<file path="src/logic/ggs_cfg.svh">
// Constants for the gigabit advertisement and status register slice.
// Assumes inclusion by bare name from the design modules ggs_idle_cnt and ggs_regs; the package does not include it.
`ifndef GGS_CFG_SVH
`define GGS_CFG_SVH

// Register indices; byte address is four times the index
`define GGS_IDX_GIG_CTRL    6'h09
`define GGS_IDX_GIG_STAT    6'h0A
`define GGS_IDX_EXT_STAT    6'h0F
`define GGS_IDX_CTRL        6'h10
`define GGS_IDX_IRQ_STAT    6'h11
`define GGS_IDX_IRQ_CLR     6'h12
`define GGS_IDX_IRQ_EN      6'h13

// Gigabit control field positions and reset values
`define GGS_GC_FD_BIT       9
`define GGS_GC_HD_BIT       8
`define GGS_GC_FD_RST       1'h1
`define GGS_GC_RSVD_RST     8'h00

// Own control register bits
`define GGS_CTRL_SWRST_BIT  0
`define GGS_CTRL_RSTAN_BIT  1
`define GGS_CTRL_PWDN_BIT   2

// Fixed extended status word
`define GGS_EXT_STAT_VAL    16'h3000

// Idle error counter ceiling
`define GGS_IDLE_MAX        8'hFF

`endif

</file>
<file path="src/logic/ggs_pkg.sv">
// Types shared by the register slice and its idle error counter.
// Assumes ggs_cfg.svh on the include path.
package ggs_pkg;
  typedef logic [15:0] ggs_half_t;

  typedef enum logic [1:0] {
    GGS_RESP_OKAY   = 2'b00,
    GGS_RESP_SLVERR = 2'b10
  } ggs_resp_t;

  typedef enum logic [1:0] {
    GGS_IRQ_FAULT = 2'b00,
    GGS_IRQ_SAT   = 2'b01,
    GGS_IRQ_LINK  = 2'b10,
    GGS_IRQ_APPLY = 2'b11
  } ggs_irq_t;
endpackage : ggs_pkg

</file>
<file path="src/logic/ggs_idle_cnt.sv">
// Saturating idle error counter, cleared by a status read.
// Assumes inc_i and clr_i come from logic on the same clock.
`timescale 1ns/1ps
`default_nettype none
`include "ggs_cfg.svh"
module ggs_idle_cnt
  import ggs_pkg::*;
(
  input  wire logic       clk_i,
  input  wire logic       srst_i,
  input  wire logic       inc_i,
  input  wire logic       clr_i,
  output var  logic [7:0] cnt_o,
  output var  logic       sat_o
);

  always_ff @(posedge clk_i) begin
    if (srst_i) begin
      cnt_o <= 8'h00;
    end else if (clr_i) begin
      // An error in the clearing cycle opens the next interval
      cnt_o <= inc_i ? 8'h01 : 8'h00;
    end else if (inc_i && cnt_o != `GGS_IDLE_MAX) begin
      cnt_o <= cnt_o + 8'h01;
    end
  end

  always_ff @(posedge clk_i) begin
    if (srst_i) begin
      sat_o <= 1'b0;
    end else begin
      sat_o <= inc_i && !clr_i && (cnt_o == `GGS_IDLE_MAX - 8'h01);
    end
  end
endmodule : ggs_idle_cnt
`default_nettype wire

</file>
<file path="src/logic/ggs_regs.sv">
// Gigabit advertisement, gigabit status and extended status registers behind AXI4-Lite.
// Assumes status inputs come from PHY core logic on CORE_CLK_I; only the strap is a pin.
// Function
// Full-duplex advertise bit resets to one.
// Advertise writes apply only on four events.
// Half-duplex advertise loads strap at reset.
// Reserved low byte resets zero, survives soft reset.
// Fault flag latches high, clears on read.
// Bit 14 shows master/slave resolution.
// Bit 13 shows local receiver status.
// Bit 12 shows remote receiver status.
// Bit 11 shows partner full-duplex ability.
// Bit 10 shows partner half-duplex ability.
// Idle count since last read, read clears.
// Idle counter saturates at all ones.
// Extended status bits 15:14 read zero.
// Extended status bits 13:12 read one.
// Extended status bits 11:0 read zero.
// Gigabit status answers as register ten.
// Read returns then clears; concurrent events kept.
//
// Design decision made here: the AXI4-Lite register port.
`timescale 1ns/1ps
`default_nettype none
`include "ggs_cfg.svh"
module ggs_regs
  import ggs_pkg::*;
(
  input  wire logic        CORE_CLK_I,
  input  wire logic        SRST_I,
  input  wire logic [7:0]  S_AXI_AWADDR_I,
  input  wire logic        S_AXI_AWVALID_I,
  output var  logic        S_AXI_AWREADY_O,
  input  wire logic [31:0] S_AXI_WDATA_I,
  input  wire logic [3:0]  S_AXI_WSTRB_I,
  input  wire logic        S_AXI_WVALID_I,
  output var  logic        S_AXI_WREADY_O,
  output var  logic [1:0]  S_AXI_BRESP_O,
  output var  logic        S_AXI_BVALID_O,
  input  wire logic        S_AXI_BREADY_I,
  input  wire logic [7:0]  S_AXI_ARADDR_I,
  input  wire logic        S_AXI_ARVALID_I,
  output var  logic        S_AXI_ARREADY_O,
  output var  logic [31:0] S_AXI_RDATA_O,
  output var  logic [1:0]  S_AXI_RRESP_O,
  output var  logic        S_AXI_RVALID_O,
  input  wire logic        S_AXI_RREADY_I,
  input  wire logic        STRAP_GIG_HALF_ADV_I,
  input  wire logic        LINK_UP_I,
  input  wire logic        MS_FAULT_I,
  input  wire logic        MS_MASTER_I,
  input  wire logic        LOCAL_RX_OK_I,
  input  wire logic        REMOTE_RX_OK_I,
  input  wire logic        LP_GIG_FD_I,
  input  wire logic        LP_GIG_HD_I,
  input  wire logic        IDLE_ERR_I,
  output var  logic        ADV_GIG_FD_O,
  output var  logic        ADV_GIG_HD_O,
  output var  logic        SW_RESET_O,
  output var  logic        RESTART_AN_O,
  output var  logic        POWER_DOWN_O,
  output var  logic        IRQ_O
);

  logic [7:0]  aw_addr;
  logic [31:0] w_data;
  logic [3:0]  w_strb;
  logic        wr_fire;
  logic [5:0]  wr_idx;
  logic        wr_mapped;
  logic        rd_fire;
  logic [5:0]  rd_idx;
  logic        rd_mapped;
  ggs_half_t   rd_word;
  logic        gs_rd;
  logic        strap_s1;
  logic        strap_s2;
  logic        ctl_fd;
  logic        ctl_hd;
  logic [7:0]  ctl_rsvd;
  logic        adv_fd;
  logic        adv_hd;
  logic        sw_rst;
  logic        restart_an;
  logic        pwr_down;
  logic        pd_q;
  logic        link_q;
  logic        link_drop;
  logic        apply;
  logic        fault;
  logic [7:0]  idle_cnt;
  logic        cnt_sat;
  logic [3:0]  irq_ev;
  logic [3:0]  irq_status;
  logic [3:0]  irq_en;
  logic        irq;

  assign ADV_GIG_FD_O   = adv_fd;
  assign ADV_GIG_HD_O   = adv_hd;
  assign SW_RESET_O     = sw_rst;
  assign RESTART_AN_O   = restart_an;
  assign POWER_DOWN_O   = pwr_down;
  assign IRQ_O          = irq;

  // Write path: address and data taken in either order, one write in flight
  assign wr_fire = !S_AXI_AWREADY_O && !S_AXI_WREADY_O && !S_AXI_BVALID_O;
  assign wr_idx  = aw_addr[7:2];

  always_comb begin
    case (wr_idx)
      `GGS_IDX_GIG_CTRL, `GGS_IDX_GIG_STAT, `GGS_IDX_EXT_STAT,
      `GGS_IDX_CTRL, `GGS_IDX_IRQ_STAT, `GGS_IDX_IRQ_CLR,
      `GGS_IDX_IRQ_EN: wr_mapped = 1'b1;
      default:         wr_mapped = 1'b0;
    endcase
  end

  always_ff @(posedge CORE_CLK_I) begin
    if (SRST_I) begin
      S_AXI_AWREADY_O <= 1'b1;
      aw_addr         <= 8'h00;
    end else if (S_AXI_AWVALID_I && S_AXI_AWREADY_O) begin
      S_AXI_AWREADY_O <= 1'b0;
      aw_addr         <= S_AXI_AWADDR_I;
    end else if (S_AXI_BVALID_O && S_AXI_BREADY_I) begin
      S_AXI_AWREADY_O <= 1'b1;
    end
  end

  always_ff @(posedge CORE_CLK_I) begin
    if (SRST_I) begin
      S_AXI_WREADY_O <= 1'b1;
      w_data         <= 32'h00000000;
      w_strb         <= 4'h0;
    end else if (S_AXI_WVALID_I && S_AXI_WREADY_O) begin
      S_AXI_WREADY_O <= 1'b0;
      w_data         <= S_AXI_WDATA_I;
      w_strb         <= S_AXI_WSTRB_I;
    end else if (S_AXI_BVALID_O && S_AXI_BREADY_I) begin
      S_AXI_WREADY_O <= 1'b1;
    end
  end

  always_ff @(posedge CORE_CLK_I) begin
    if (SRST_I) begin
      S_AXI_BVALID_O <= 1'b0;
      S_AXI_BRESP_O  <= GGS_RESP_OKAY;
    end else if (wr_fire) begin
      S_AXI_BVALID_O <= 1'b1;
      // Writes to read-only words are dropped but still answered OKAY
      S_AXI_BRESP_O  <= wr_mapped ? GGS_RESP_OKAY : GGS_RESP_SLVERR;
    end else if (S_AXI_BREADY_I) begin
      S_AXI_BVALID_O <= 1'b0;
    end
  end

  // Read path
  assign rd_fire = S_AXI_ARVALID_I && S_AXI_ARREADY_O;
  assign rd_idx  = S_AXI_ARADDR_I[7:2];
  assign gs_rd   = rd_fire && (rd_idx == `GGS_IDX_GIG_STAT);

  always_comb begin
    rd_mapped = 1'b1;
    case (rd_idx)
      `GGS_IDX_GIG_CTRL: rd_word = {6'h00, ctl_fd, ctl_hd, ctl_rsvd};
      `GGS_IDX_GIG_STAT: rd_word = {fault, MS_MASTER_I, LOCAL_RX_OK_I, REMOTE_RX_OK_I,
                                    LP_GIG_FD_I, LP_GIG_HD_I, 2'b00, idle_cnt};
      `GGS_IDX_EXT_STAT: rd_word = `GGS_EXT_STAT_VAL;
      `GGS_IDX_CTRL:     rd_word = {13'h0000, pwr_down, 2'b00};
      `GGS_IDX_IRQ_STAT: rd_word = {12'h000, irq_status};
      `GGS_IDX_IRQ_CLR:  rd_word = 16'h0000;
      `GGS_IDX_IRQ_EN:   rd_word = {12'h000, irq_en};
      default: begin
        rd_word   = 16'h0000;
        rd_mapped = 1'b0;
      end
    endcase
  end

  always_ff @(posedge CORE_CLK_I) begin
    if (SRST_I) begin
      S_AXI_ARREADY_O <= 1'b1;
      S_AXI_RVALID_O  <= 1'b0;
      S_AXI_RDATA_O   <= 32'h00000000;
      S_AXI_RRESP_O   <= GGS_RESP_OKAY;
    end else if (rd_fire) begin
      S_AXI_ARREADY_O <= 1'b0;
      S_AXI_RVALID_O  <= 1'b1;
      S_AXI_RDATA_O   <= {16'h0000, rd_word};
      S_AXI_RRESP_O   <= rd_mapped ? GGS_RESP_OKAY : GGS_RESP_SLVERR;
    end else if (S_AXI_RVALID_O && S_AXI_RREADY_I) begin
      S_AXI_ARREADY_O <= 1'b1;
      S_AXI_RVALID_O  <= 1'b0;
    end
  end

  // Strap pin synchroniser; no reset so it keeps sampling while reset is held
  always_ff @(posedge CORE_CLK_I) begin
    strap_s1 <= STRAP_GIG_HALF_ADV_I;
    strap_s2 <= strap_s1;
  end

  // Written advertisement and reserved byte
  always_ff @(posedge CORE_CLK_I) begin
    if (SRST_I) begin
      ctl_fd   <= `GGS_GC_FD_RST;
      ctl_hd   <= strap_s2;
      ctl_rsvd <= `GGS_GC_RSVD_RST;
    end else if (wr_fire && wr_idx == `GGS_IDX_GIG_CTRL) begin
      if (w_strb[1]) begin
        ctl_fd <= w_data[`GGS_GC_FD_BIT];
        ctl_hd <= w_data[`GGS_GC_HD_BIT];
      end
      if (w_strb[0]) begin
        ctl_rsvd <= w_data[7:0];
      end
    end
  end

  // Own control word: pulses for soft reset and restart, level for power down
  always_ff @(posedge CORE_CLK_I) begin
    if (SRST_I) begin
      sw_rst     <= 1'b0;
      restart_an <= 1'b0;
      pwr_down   <= 1'b0;
    end else begin
      sw_rst     <= wr_fire && wr_idx == `GGS_IDX_CTRL && w_strb[0] &&
                    w_data[`GGS_CTRL_SWRST_BIT];
      restart_an <= wr_fire && wr_idx == `GGS_IDX_CTRL && w_strb[0] &&
                    w_data[`GGS_CTRL_RSTAN_BIT];
      if (wr_fire && wr_idx == `GGS_IDX_CTRL && w_strb[0]) begin
        pwr_down <= w_data[`GGS_CTRL_PWDN_BIT];
      end
    end
  end

  // Edge history; link_q resets low so a reset never looks like a link loss
  always_ff @(posedge CORE_CLK_I) begin
    if (SRST_I) begin
      pd_q   <= 1'b0;
      link_q <= 1'b0;
    end else begin
      pd_q   <= pwr_down;
      link_q <= LINK_UP_I;
    end
  end

  assign link_drop = link_q && !LINK_UP_I;
  assign apply     = sw_rst || restart_an || (pd_q && !pwr_down) || link_drop;

  // Advertisement seen by the negotiation logic
  always_ff @(posedge CORE_CLK_I) begin
    if (SRST_I) begin
      adv_fd <= `GGS_GC_FD_RST;
      adv_hd <= strap_s2;
    end else if (apply) begin
      adv_fd <= ctl_fd;
      adv_hd <= ctl_hd;
    end
  end

  // Fault flag: a new fault wins over read or soft-reset clear
  always_ff @(posedge CORE_CLK_I) begin
    if (SRST_I) begin
      fault <= 1'b0;
    end else if (MS_FAULT_I) begin
      fault <= 1'b1;
    end else if (gs_rd || sw_rst) begin
      fault <= 1'b0;
    end
  end

  ggs_idle_cnt u_idle_cnt (
    .clk_i  (CORE_CLK_I),
    .srst_i (SRST_I),
    .inc_i  (IDLE_ERR_I),
    .clr_i  (gs_rd || sw_rst),
    .cnt_o  (idle_cnt),
    .sat_o  (cnt_sat)
  );

  // Interrupt status: set beats a write-one clear in the same cycle
  assign irq_ev[GGS_IRQ_FAULT] = MS_FAULT_I;
  assign irq_ev[GGS_IRQ_SAT]   = cnt_sat;
  assign irq_ev[GGS_IRQ_LINK]  = link_drop;
  assign irq_ev[GGS_IRQ_APPLY] = apply;

  for (genvar i = 0; i < 4; i++) begin : g_irq
    always_ff @(posedge CORE_CLK_I) begin
      if (SRST_I) begin
        irq_status[i] <= 1'b0;
      end else if (irq_ev[i]) begin
        irq_status[i] <= 1'b1;
      end else if (wr_fire && wr_idx == `GGS_IDX_IRQ_CLR && w_strb[0] && w_data[i]) begin
        irq_status[i] <= 1'b0;
      end
    end
  end

  always_ff @(posedge CORE_CLK_I) begin
    if (SRST_I) begin
      irq_en <= 4'h0;
    end else if (wr_fire && wr_idx == `GGS_IDX_IRQ_EN && w_strb[0]) begin
      irq_en <= w_data[3:0];
    end
  end

  // Registered output costs one cycle of interrupt latency
  always_ff @(posedge CORE_CLK_I) begin
    if (SRST_I) begin
      irq <= 1'b0;
    end else begin
      irq <= |(irq_status & irq_en);
    end
  end
endmodule : ggs_regs
`default_nettype wire

</file>
<file path="config.mk">
export PLATFORM = sky130hd
export DESIGN_NAME = ggs_regs
export DESIGN_NICKNAME = d
export VERILOG_FILES = /design/src/logic/ggs_pkg.sv /design/src/logic/ggs_idle_cnt.sv /design/src/logic/ggs_regs.sv
export VERILOG_INCLUDE_DIRS = /design/src /design/src/logic
export SDC_FILE = /design/constraint.sdc
export NUM_CORES = 1
export LEC_CHECK = 0
export BUFFER_PORTS_ARGS = -buffer_cell sky130_fd_sc_hd__buf_2
export CORE_ASPECT_RATIO = 0.6
export CORE_UTILIZATION = 56
export CTS_BUF_LIST = sky130_fd_sc_hd__clkbuf_8
export CTS_CLUSTER_SIZE = 8
export DETAILED_ROUTE_END_ITERATION = 12
export PLACE_DENSITY = 0.93
export SYNTH_ARGS = -nofsm -noshare
export SYNTH_HDL_FRONTEND = slang
export SYNTH_HIERARCHICAL = 1
export SYNTH_SLANG_ARGS = --single-unit
</file>
<file path="constraint.sdc">
create_clock -name CORE_CLK_I -period 2.46 [get_ports CORE_CLK_I]
set_input_delay 0.123 -clock CORE_CLK_I [delete_from_list [all_inputs] [get_ports CORE_CLK_I]]
set_output_delay 0.123 -clock CORE_CLK_I [all_outputs]
set_load 0.005 [all_outputs]
</file>
==> reports/summary.txt, run 1 <==
TIMING
--------------------------------------------------------------------------------------------------------
RSZ-0062 raised after global routing                                                               false
Max Clock Skew                                                                                0.00752 ns
Period utilization                                                                                 75.8%
Sum of negative setup slack                                                                         0 ns
Worst slew margin relative to its limit                                                            46.7%
Final critical path time including I/O delays and setup                                          1.87 ns
Upper clock frequency limit                                                                      536 MHz
Actual transition at the worst max-transition pin                                               0.799 ns
Final number of hold-violating endpoints                                                               0
Setup violation total in the final timing report                                                       0
Max Transition Viols Final                                                                             0

CTS
--------------------------------------------------------------------------------------------------------
Clock tree from TritonCTS                                                                            yes
Post-CTS clock slew at the launch and capture registers of the worst setup and hold paths        0.08 ns
Clk sink count                                                                                        79
Number of H-tree levels                                                                                3
Maximum number of buffers from clock root to sink                                                      2
Total setup buffers inserted after CTS                                                                 0
Number of clock buffers inserted by TritonCTS                                                          9
Clock latency on the worst-skew pair                                                             0.36 ns
Clock root buffer                                                                           sky130_fd_sc_hd__clkbuf_8

LAYOUT
--------------------------------------------------------------------------------------------------------
Storage element area                                                                         0.00160 mm²
Final core area utilization                                                                        67.2%
Number of diodes                                                                                       0
Share of final-layout standard cells stronger than drive strength 1                                20.4%
Filler cell count                                                                                    500
Layout Area Growth over Synthesis                                                                  15.8%
Final net count                                                                                      540
Total area of multi-input combinational cells                                                0.00173 mm²

GLOBAL ROUTING
--------------------------------------------------------------------------------------------------------
Maximum number of pins on one net before global-route repair                                          47
Number of antenna violations at the first check in global routing                                      0
First-pass GRT wire length                                                                      13600 µm
Overall fraction of global-route tracks in use                                                     26.1%
Number of global-route vias before repair                                                           2874
Grt total ovfl                                                                                         0

ROUTING
--------------------------------------------------------------------------------------------------------
Drt wl/cell                                                                                      14.7 µm
Total iterations of the first detailed-routing run                                                     5
Vias after detailed routing                                                                         3098
Detailed-route vias per instance                                                                    5.54
Drt initial violations                                                                               255
Post-route ant nets                                                                                    0
Detailed-route DRC error count                                                                         0
Post-detailed-routing wire length                                                                8240 µm

SETUP PATH
--------------------------------------------------------------------------------------------------------
Critical Path Fanout Max                                                                              11
Required time of the critical path                                                               2.75 ns
Cells along the critical path                                                               and2_1, a31oi_1, inv_1, nor2_1, o21ai_0, mux2i_1
Critical Path Source Type                                                                       register
Crit path largest cell delay                                                                     0.40 ns
Classification of the worst setup path                                                        reg -> reg
Critical path endpoint category                                                                 register
CP max stage cell                                                                           sky130_fd_sc_hd__nor2_1
CP Data Arrival Time                                                                             2.16 ns

SYNTHESIS
--------------------------------------------------------------------------------------------------------
Seq/Total Area, Yosys                                                                              45.2%
Cell Area, Synth                                                                             0.00354 mm²
Xor-xnor portion of the synthesized cell area                                                     0.494%
Adder-cell area share of the yosys netlist                                                        0.706%
Number of flops mapped to enable cells by yosys                                                        2
Fraction of post-synthesis cell area in the top cell type by area                                  43.5%
Post-synth top area cell                                                                    sky130_fd_sc_hd__dfxtp_1
Fraction of the mapped netlist area in compound gates                                              16.8%
Cell types with the largest area share after synthesis                                      sky130_fd_sc_hd__dfxtp_1, sky130_fd_sc_hd__nand2_1, sky130_fd_sc_hd__mux2i_1
Synth Area in Simple Gates                                                                         23.1%
Synth warn                                                                                             6
Dominant combinational cell family by area after synthesis                                  simple AND/OR/NAND/NOR gates
Synthesized instance count                                                                           401
Most frequently used flop master after synthesis                                            sky130_fd_sc_hd__dfxtp_1
Average cell area after synthesis                                                               8.84 µm²
Mux contribution to synthesized area                                                               5.69%
Total of flip-flops plus latches after synthesis                                                      79
Number of distinct library cells after synthesis                                                      61
Share of async-settable or async-resettable flops after synthesis                                     0%

FLOORPLAN
--------------------------------------------------------------------------------------------------------
Chip width                                                                                        105 µm
Standard cell core area                                                                      0.00611 mm²
Die Footprint                                                                                0.00666 mm²
Number of core rows                                                                                   22
Chip height                                                                                      63.6 µm
Effective utilization at floorplan                                                                 58.0%
# IOs                                                                                                115

PLACEMENT
--------------------------------------------------------------------------------------------------------
Weighted congestion reported at the end of routability-driven placement                            0.886
Port bufs                                                                                             68
Detailed placement HPWL                                                                          5940 µm

POWER
--------------------------------------------------------------------------------------------------------
Leakage power summed over all cells                                                              1.70 nW
Worst VDD drop                                                                                0.000352 V
Power per standard cell area                                                                  610 mW/mm²

RUN
--------------------------------------------------------------------------------------------------------
Max Cap Violations                                                                                     0

MIN PATH
--------------------------------------------------------------------------------------------------------
Class of the tightest hold or removal check                                                    in -> reg

STATUS
--------------------------------------------------------------------------------------------------------
Run status                                                                                     completed

[registers in the layout (all words and copies together) (netlist names), 2 cells and up]
register	flops
aw_addr	6
S_AXI_RDATA_O	16
irq_en	4
w_data	10
ctl_rsvd	8
u_idle_cnt/cnt_o	8
w_strb	2
irq_status	4
[cells in the mapped netlist, types with 4 or more instances]
cell / instances
sky130_fd_sc_hd__dfxtp_1: 77
sky130_fd_sc_hd__nand2_1: 60
sky130_fd_sc_hd__a21oi_1: 36
sky130_fd_sc_hd__nor2_1: 29
sky130_fd_sc_hd__buf_4: 20
sky130_fd_sc_hd__mux2i_1: 19
sky130_fd_sc_hd__nand3_1: 17
sky130_fd_sc_hd__nand2b_1: 15
sky130_fd_sc_hd__clkbuf_1: 13
sky130_fd_sc_hd__inv_1: 13
sky130_fd_sc_hd__a22oi_1: 9
sky130_fd_sc_hd__o21ai_0: 6
sky130_fd_sc_hd__and2_1: 5
sky130_fd_sc_hd__o31ai_1: 5
sky130_fd_sc_hd__a221oi_1: 4
sky130_fd_sc_hd__a311oi_1: 4
sky130_fd_sc_hd__nand4_1: 4
[worst max-delay path: cells and delay by family, from the launching register on]
family	cells	cell delay [ns]
compound gates	2	0.46
buf+inv	1	0.17
flops	1	0.33
mux	1	0.16
simple gates	2	0.69
[power breakdown]
part	total, W	leakage (nW)	switching [W]	internal, W
combinational	0.000233	0.960	0.000135	0.0000984
clock	0.000903	0.0972	0.000461	0.000442
sequential	0.00137	0.648	0.0000424	0.00133
total	0.00251	1.70	0.000638	0.00187
[path summary, 6_finish.rpt]
kind	startpoint	endpoint	slack [ns]	depth (start not counted)
worst max-delay path	S_AXI_ARREADY_O	u_idle_cnt/cnt_o[7]	0.59	6
worst min-delay path	S_AXI_WDATA_I[7]	w_data[7]	0.01	3
worst max register to register	S_AXI_ARREADY_O	u_idle_cnt/cnt_o[7]	0.59	6
worst min register to register	strap_s1	strap_s2	0.33	0
[final cells by class]
type                            instances  area share, %
Clock buffer                           12           4.02
Clock inverter                          4          0.549
Inverter                               13           1.19
Multi-Input combinational cell        289           42.0
Sequential cell                        79           39.0
Tap cell                               84           2.56
Timing Repair Buffer                   78           10.6
[kinds of logic (layout without fill, tap and decap cells)]
family	count (synthesis)	count (layout)
muxes	20	20
AOI/OAI and AO/OA	89	89
DFF	79	79
buffers and inverters	50	107
xor gates and xnor gates	2	2
adders and majority gates	2	2
and+or+nand+nor	158	158
other	1	18
[cell usage in the layout (no fill, tap or decap), types with 4 or more instances in the layout]
cell type	netlist	final
sky130_fd_sc_hd__dfxtp_1	77	77
sky130_fd_sc_hd__buf_2	1	68
sky130_fd_sc_hd__nand2_1	60	60
sky130_fd_sc_hd__a21oi_1	36	36
sky130_fd_sc_hd__nor2_1	29	29
sky130_fd_sc_hd__mux2i_1	19	19
sky130_fd_sc_hd__conb_1	1	18
sky130_fd_sc_hd__nand3_1	17	17
sky130_fd_sc_hd__nand2b_1	15	15
sky130_fd_sc_hd__inv_1	13	15
sky130_fd_sc_hd__clkbuf_8	0	12
sky130_fd_sc_hd__a22oi_1	9	9
sky130_fd_sc_hd__dlygate4sd3_1	0	8
sky130_fd_sc_hd__o21ai_0	6	6
sky130_fd_sc_hd__and2_1	5	5
sky130_fd_sc_hd__o31ai_1	5	5
sky130_fd_sc_hd__nand4_1	4	4
sky130_fd_sc_hd__a311oi_1	4	4
sky130_fd_sc_hd__a221oi_1	4	4
[metrics by stage]
stage	hold WS, ns	instances	worst slack [ns]	total power [W]	instance area (µm²)
floorplan	0.151	418	0.894	0.00155	3610
global placement	0.227	535	0.739	0.00160	3840
detailed placement	0.229	535	0.628	0.00162	3840
CTS	0.0000146	559	0.604	0.00251	4100
global route	0.00594	559	0.322	0.00261	4100
finish	0.0112	559	0.595	0.00251	4100
[per-layer routing]
layer | track usage (%) | wire length [µm] | up-vias
met5 | 0 | 0 | -
met4 | 7.39 | 92 | 0
met3 | 9.21 | 500 | 12
met2 | 42.0 | 3820 | 101
met1 | 33.3 | 3830 | 1470
li1 | - | - | 1515
[timing repair]
| item | CTS | global route |
|---|---|---|
| endpoints found under the hold margin | 8 | 0 |
| hold buffers | 8 | 0 |
| gates resized for setup | 0 | 0 |
Note: power is estimated with default switching activity, not from simulation.
==> inputs of run 2 (changes only) <==
ABC_AREA = 1   (was default)
CORE_UTILIZATION = 48   (was 56)
PLACE_DENSITY = 0.85   (was 0.93)
clock period = 1.6 ns   (was 2.46 ns; I/O delays follow)
==> reports/summary.txt, run 2 <==
TIMING
--------------------------------------------------------------------------------------------------------
Upper clock frequency limit                                                                      683 MHz
Period utilization                                                                                 91.5%
Sum of negative setup slack                                                                         0 ns
RSZ-0062 raised after global routing                                                               false
Max Transition Viols Final                                                                             0
Max Clock Skew                                                                                0.00930 ns
Final hold slack                                                                               0.0204 ns
Final number of hold-violating endpoints                                                               0
Setup violation total in the final timing report                                                       0
Final critical path time including I/O delays and setup                                          1.46 ns

FLOORPLAN
--------------------------------------------------------------------------------------------------------
Chip height                                                                                      69.1 µm
# IOs                                                                                                115
Chip width                                                                                        114 µm
Effective utilization at floorplan                                                                 49.5%
Die Footprint                                                                                0.00786 mm²
Standard cell core area                                                                      0.00727 mm²
Number of core rows                                                                                   24

LAYOUT
--------------------------------------------------------------------------------------------------------
Filler cell count                                                                                    678
Number of diodes                                                                                       0
Largest register by flop count                                                              S_AXI_RDATA_O
Layout Area Growth over Synthesis                                                                  24.2%
Commonest non-fill, non-tap cell in the layout                                              sky130_fd_sc_hd__nand2_1
Share of final-layout standard cells stronger than drive strength 1                                20.3%
Final net count                                                                                      665
Max reg flops                                                                                         16
Top Registers                                                                               S_AXI_RDATA_O (16), w_data (10)
Highest-count cells in the layout ignoring fill and taps                                    sky130_fd_sc_hd__nand2_1, sky130_fd_sc_hd__dfxtp_1, sky130_fd_sc_hd__buf_2
Layout Cells excl Fill                                                                               704

SETUP PATH
--------------------------------------------------------------------------------------------------------
Critical Path Fanout Max                                                                              12
Critical Path Source Type                                                                       register
Required time of the critical path                                                               1.85 ns
Critical path endpoint category                                                                 register
Classification of the worst setup path                                                        reg -> reg
CP Data Arrival Time                                                                             1.71 ns

PLACEMENT
--------------------------------------------------------------------------------------------------------
Detailed placement HPWL                                                                          6620 µm
Total instance count after detailed placement                                                        666
Port bufs                                                                                             68
Weighted congestion reported at the end of routability-driven placement                            0.903

SYNTHESIS
--------------------------------------------------------------------------------------------------------
Synthesized instance count                                                                           499
Cell types with the highest counts after synthesis                                          sky130_fd_sc_hd__nand2_1, sky130_fd_sc_hd__dfxtp_1, sky130_fd_sc_hd__nor2_1
Average cell area after synthesis                                                               7.21 µm²
Cell types with the largest area share after synthesis                                      sky130_fd_sc_hd__dfxtp_1, sky130_fd_sc_hd__nand2_1, sky130_fd_sc_hd__nand3_1
Number of flops mapped to enable cells by yosys                                                        2
Number of distinct library cells after synthesis                                                      31
Total of flip-flops plus latches after synthesis                                                      79
Cell Area, Synth                                                                             0.00360 mm²
Most frequently used flop master after synthesis                                            sky130_fd_sc_hd__dfxtp_1
Fraction of post-synthesis cell area in the top cell type by area                                  42.8%
Synth warn                                                                                             6
Post-synth top area cell                                                                    sky130_fd_sc_hd__dfxtp_1
Most repeated cell in the gate-level netlist after synthesis                                sky130_fd_sc_hd__nand2_1
Share of async-settable or async-resettable flops after synthesis                                     0%
Seq/Total Area, Yosys                                                                              44.5%

ROUTING
--------------------------------------------------------------------------------------------------------
Vias after detailed routing                                                                         3531
Detailed-route DRC error count                                                                         0
Total iterations of the first detailed-routing run                                                     5
Drt initial violations                                                                               265
Post-detailed-routing wire length                                                                9100 µm
Post-route ant nets                                                                                    0
Drt wl/cell                                                                                      12.9 µm
Detailed-route vias per instance                                                                    5.02

CTS
--------------------------------------------------------------------------------------------------------
Clk sink count                                                                                        79
Number of H-tree levels                                                                                3
Clock tree from TritonCTS                                                                            yes
Post-CTS clock slew at the launch and capture registers of the worst setup and hold paths        0.08 ns
Clock root buffer                                                                           sky130_fd_sc_hd__clkbuf_8
Number of clock buffers inserted by TritonCTS                                                          9
Clock latency on the worst-skew pair                                                             0.36 ns
Maximum number of buffers from clock root to sink                                                      2

GLOBAL ROUTING
--------------------------------------------------------------------------------------------------------
Overall fraction of global-route tracks in use                                                     24.0%
First-pass GRT wire length                                                                      14700 µm
Maximum number of pins on one net before global-route repair                                          38
Grt total ovfl                                                                                         0
Number of antenna violations at the first check in global routing                                      0
Number of global-route vias before repair                                                           3121

POWER
--------------------------------------------------------------------------------------------------------
Power per standard cell area                                                                  962 mW/mm²
Leakage power summed over all cells                                                              2.14 nW
Worst VDD drop                                                                                0.000535 V

MIN PATH
--------------------------------------------------------------------------------------------------------
Class of the tightest hold or removal check                                                    in -> reg

RUN
--------------------------------------------------------------------------------------------------------
Max Cap Violations                                                                                     0

STATUS
--------------------------------------------------------------------------------------------------------
Run status                                                                                     completed

-- run 2: cell types whose count changed after synthesis, moves of 8 or more --
cell | before | now
sky130_fd_sc_hd__nand2_1 | 60 | 107
sky130_fd_sc_hd__nor2_1 | 29 | 59
sky130_fd_sc_hd__a22oi_1 | 9 | 0
sky130_fd_sc_hd__nand3_1 | 17 | 45
sky130_fd_sc_hd__nand2b_1 | 15 | 0
sky130_fd_sc_hd__o21ai_0 | 6 | 35
sky130_fd_sc_hd__nand4_1 | 4 | 12
sky130_fd_sc_hd__mux2i_1 | 19 | 0
sky130_fd_sc_hd__inv_1 | 13 | 52
-- run 2: worst paths after layout --
path,from,end,slack [ns],depth (start not counted)
max,S_AXI_AWREADY_O,aw_addr[5],0.14,4
min,MS_FAULT_I,irq_status[0],0.02,3
max reg2reg,S_AXI_AWREADY_O,aw_addr[5],0.14,4
min reg2reg,strap_s1,strap_s2,0.35,0
-- run 2: metal layers --
layer	up-vias	GRT usage, %	part of all wire (%)
met3	9	6.95	8.3
met4	0	6.64	1.0
met1	1626	34.1	47
met2	138	35.6	44
li1	1758	-	-
met5	-	0	0
-- run 2: final cells by class --
class | count | area, µm² | area share (%)
sequential | 79 | 1600 | 35.8
clock buffer | 9 | 124 | 2.77
timing repair buffer | 102 | 646 | 14.4
tap | 104 | 130 | 2.91
clock inverter | 7 | 111 | 2.49
inverter | 55 | 206 | 4.62
multi-input combinational | 348 | 1650 | 36.9
-- run 2: worst max-delay path, cell delays in order (launching register included) --
cell                            delay, ns
sky130_fd_sc_hd__dfxtp_1             0.40
sky130_fd_sc_hd__nand2_2             0.17
sky130_fd_sc_hd__o21ai_0             0.19
sky130_fd_sc_hd__nor2_1              0.06
sky130_fd_sc_hd__dlygate4sd3_1       0.54
-- run 2: kinds of logic (layout without fill, tap and decap cells) --
kind of cell	after synthesis	after routing	share of synthesized area (%)
simple gates	247	247	31.5
buf+inv	89	173	11.6
compound gates	81	81	11.6
flops	79	79	44.5
fa+ha+maj	2	2	0.695
other cells	1	18	0.104
-- run 2: repair_timing --
item	in CTS	in global routing
setup buffers	0	2
hold endpoints to repair	19	0
setup endpoints to repair	0	8
hold buffers	20	0
resized for setup	0	2
-- run 2: through the flow --
stage / util [%] / instance area, µm² / setup WS [ns] / total power (W)
6_report: 61.5 / 4470 / 0.136 / 0.00430
5_1_grt: 61.5 / 4470 / 0.0169 / 0.00448
4_1_cts: 61.2 / 4450 / 0.0373 / 0.00431
3_5_place_dp: 55.2 / 4010 / 0.127 / 0.00254
3_3_place_gp: 55.2 / 4010 / 0.209 / 0.00251
2_1_floorplan: - / 3660 / 0.338 / 0.00241
-- run 2: power by group --
part	leakage, nW	switching (W)	internal [W]
logic	1.38	0.000261	0.000171
clock network	0.117	0.000732	0.00102
registers	0.649	0.0000633	0.00205
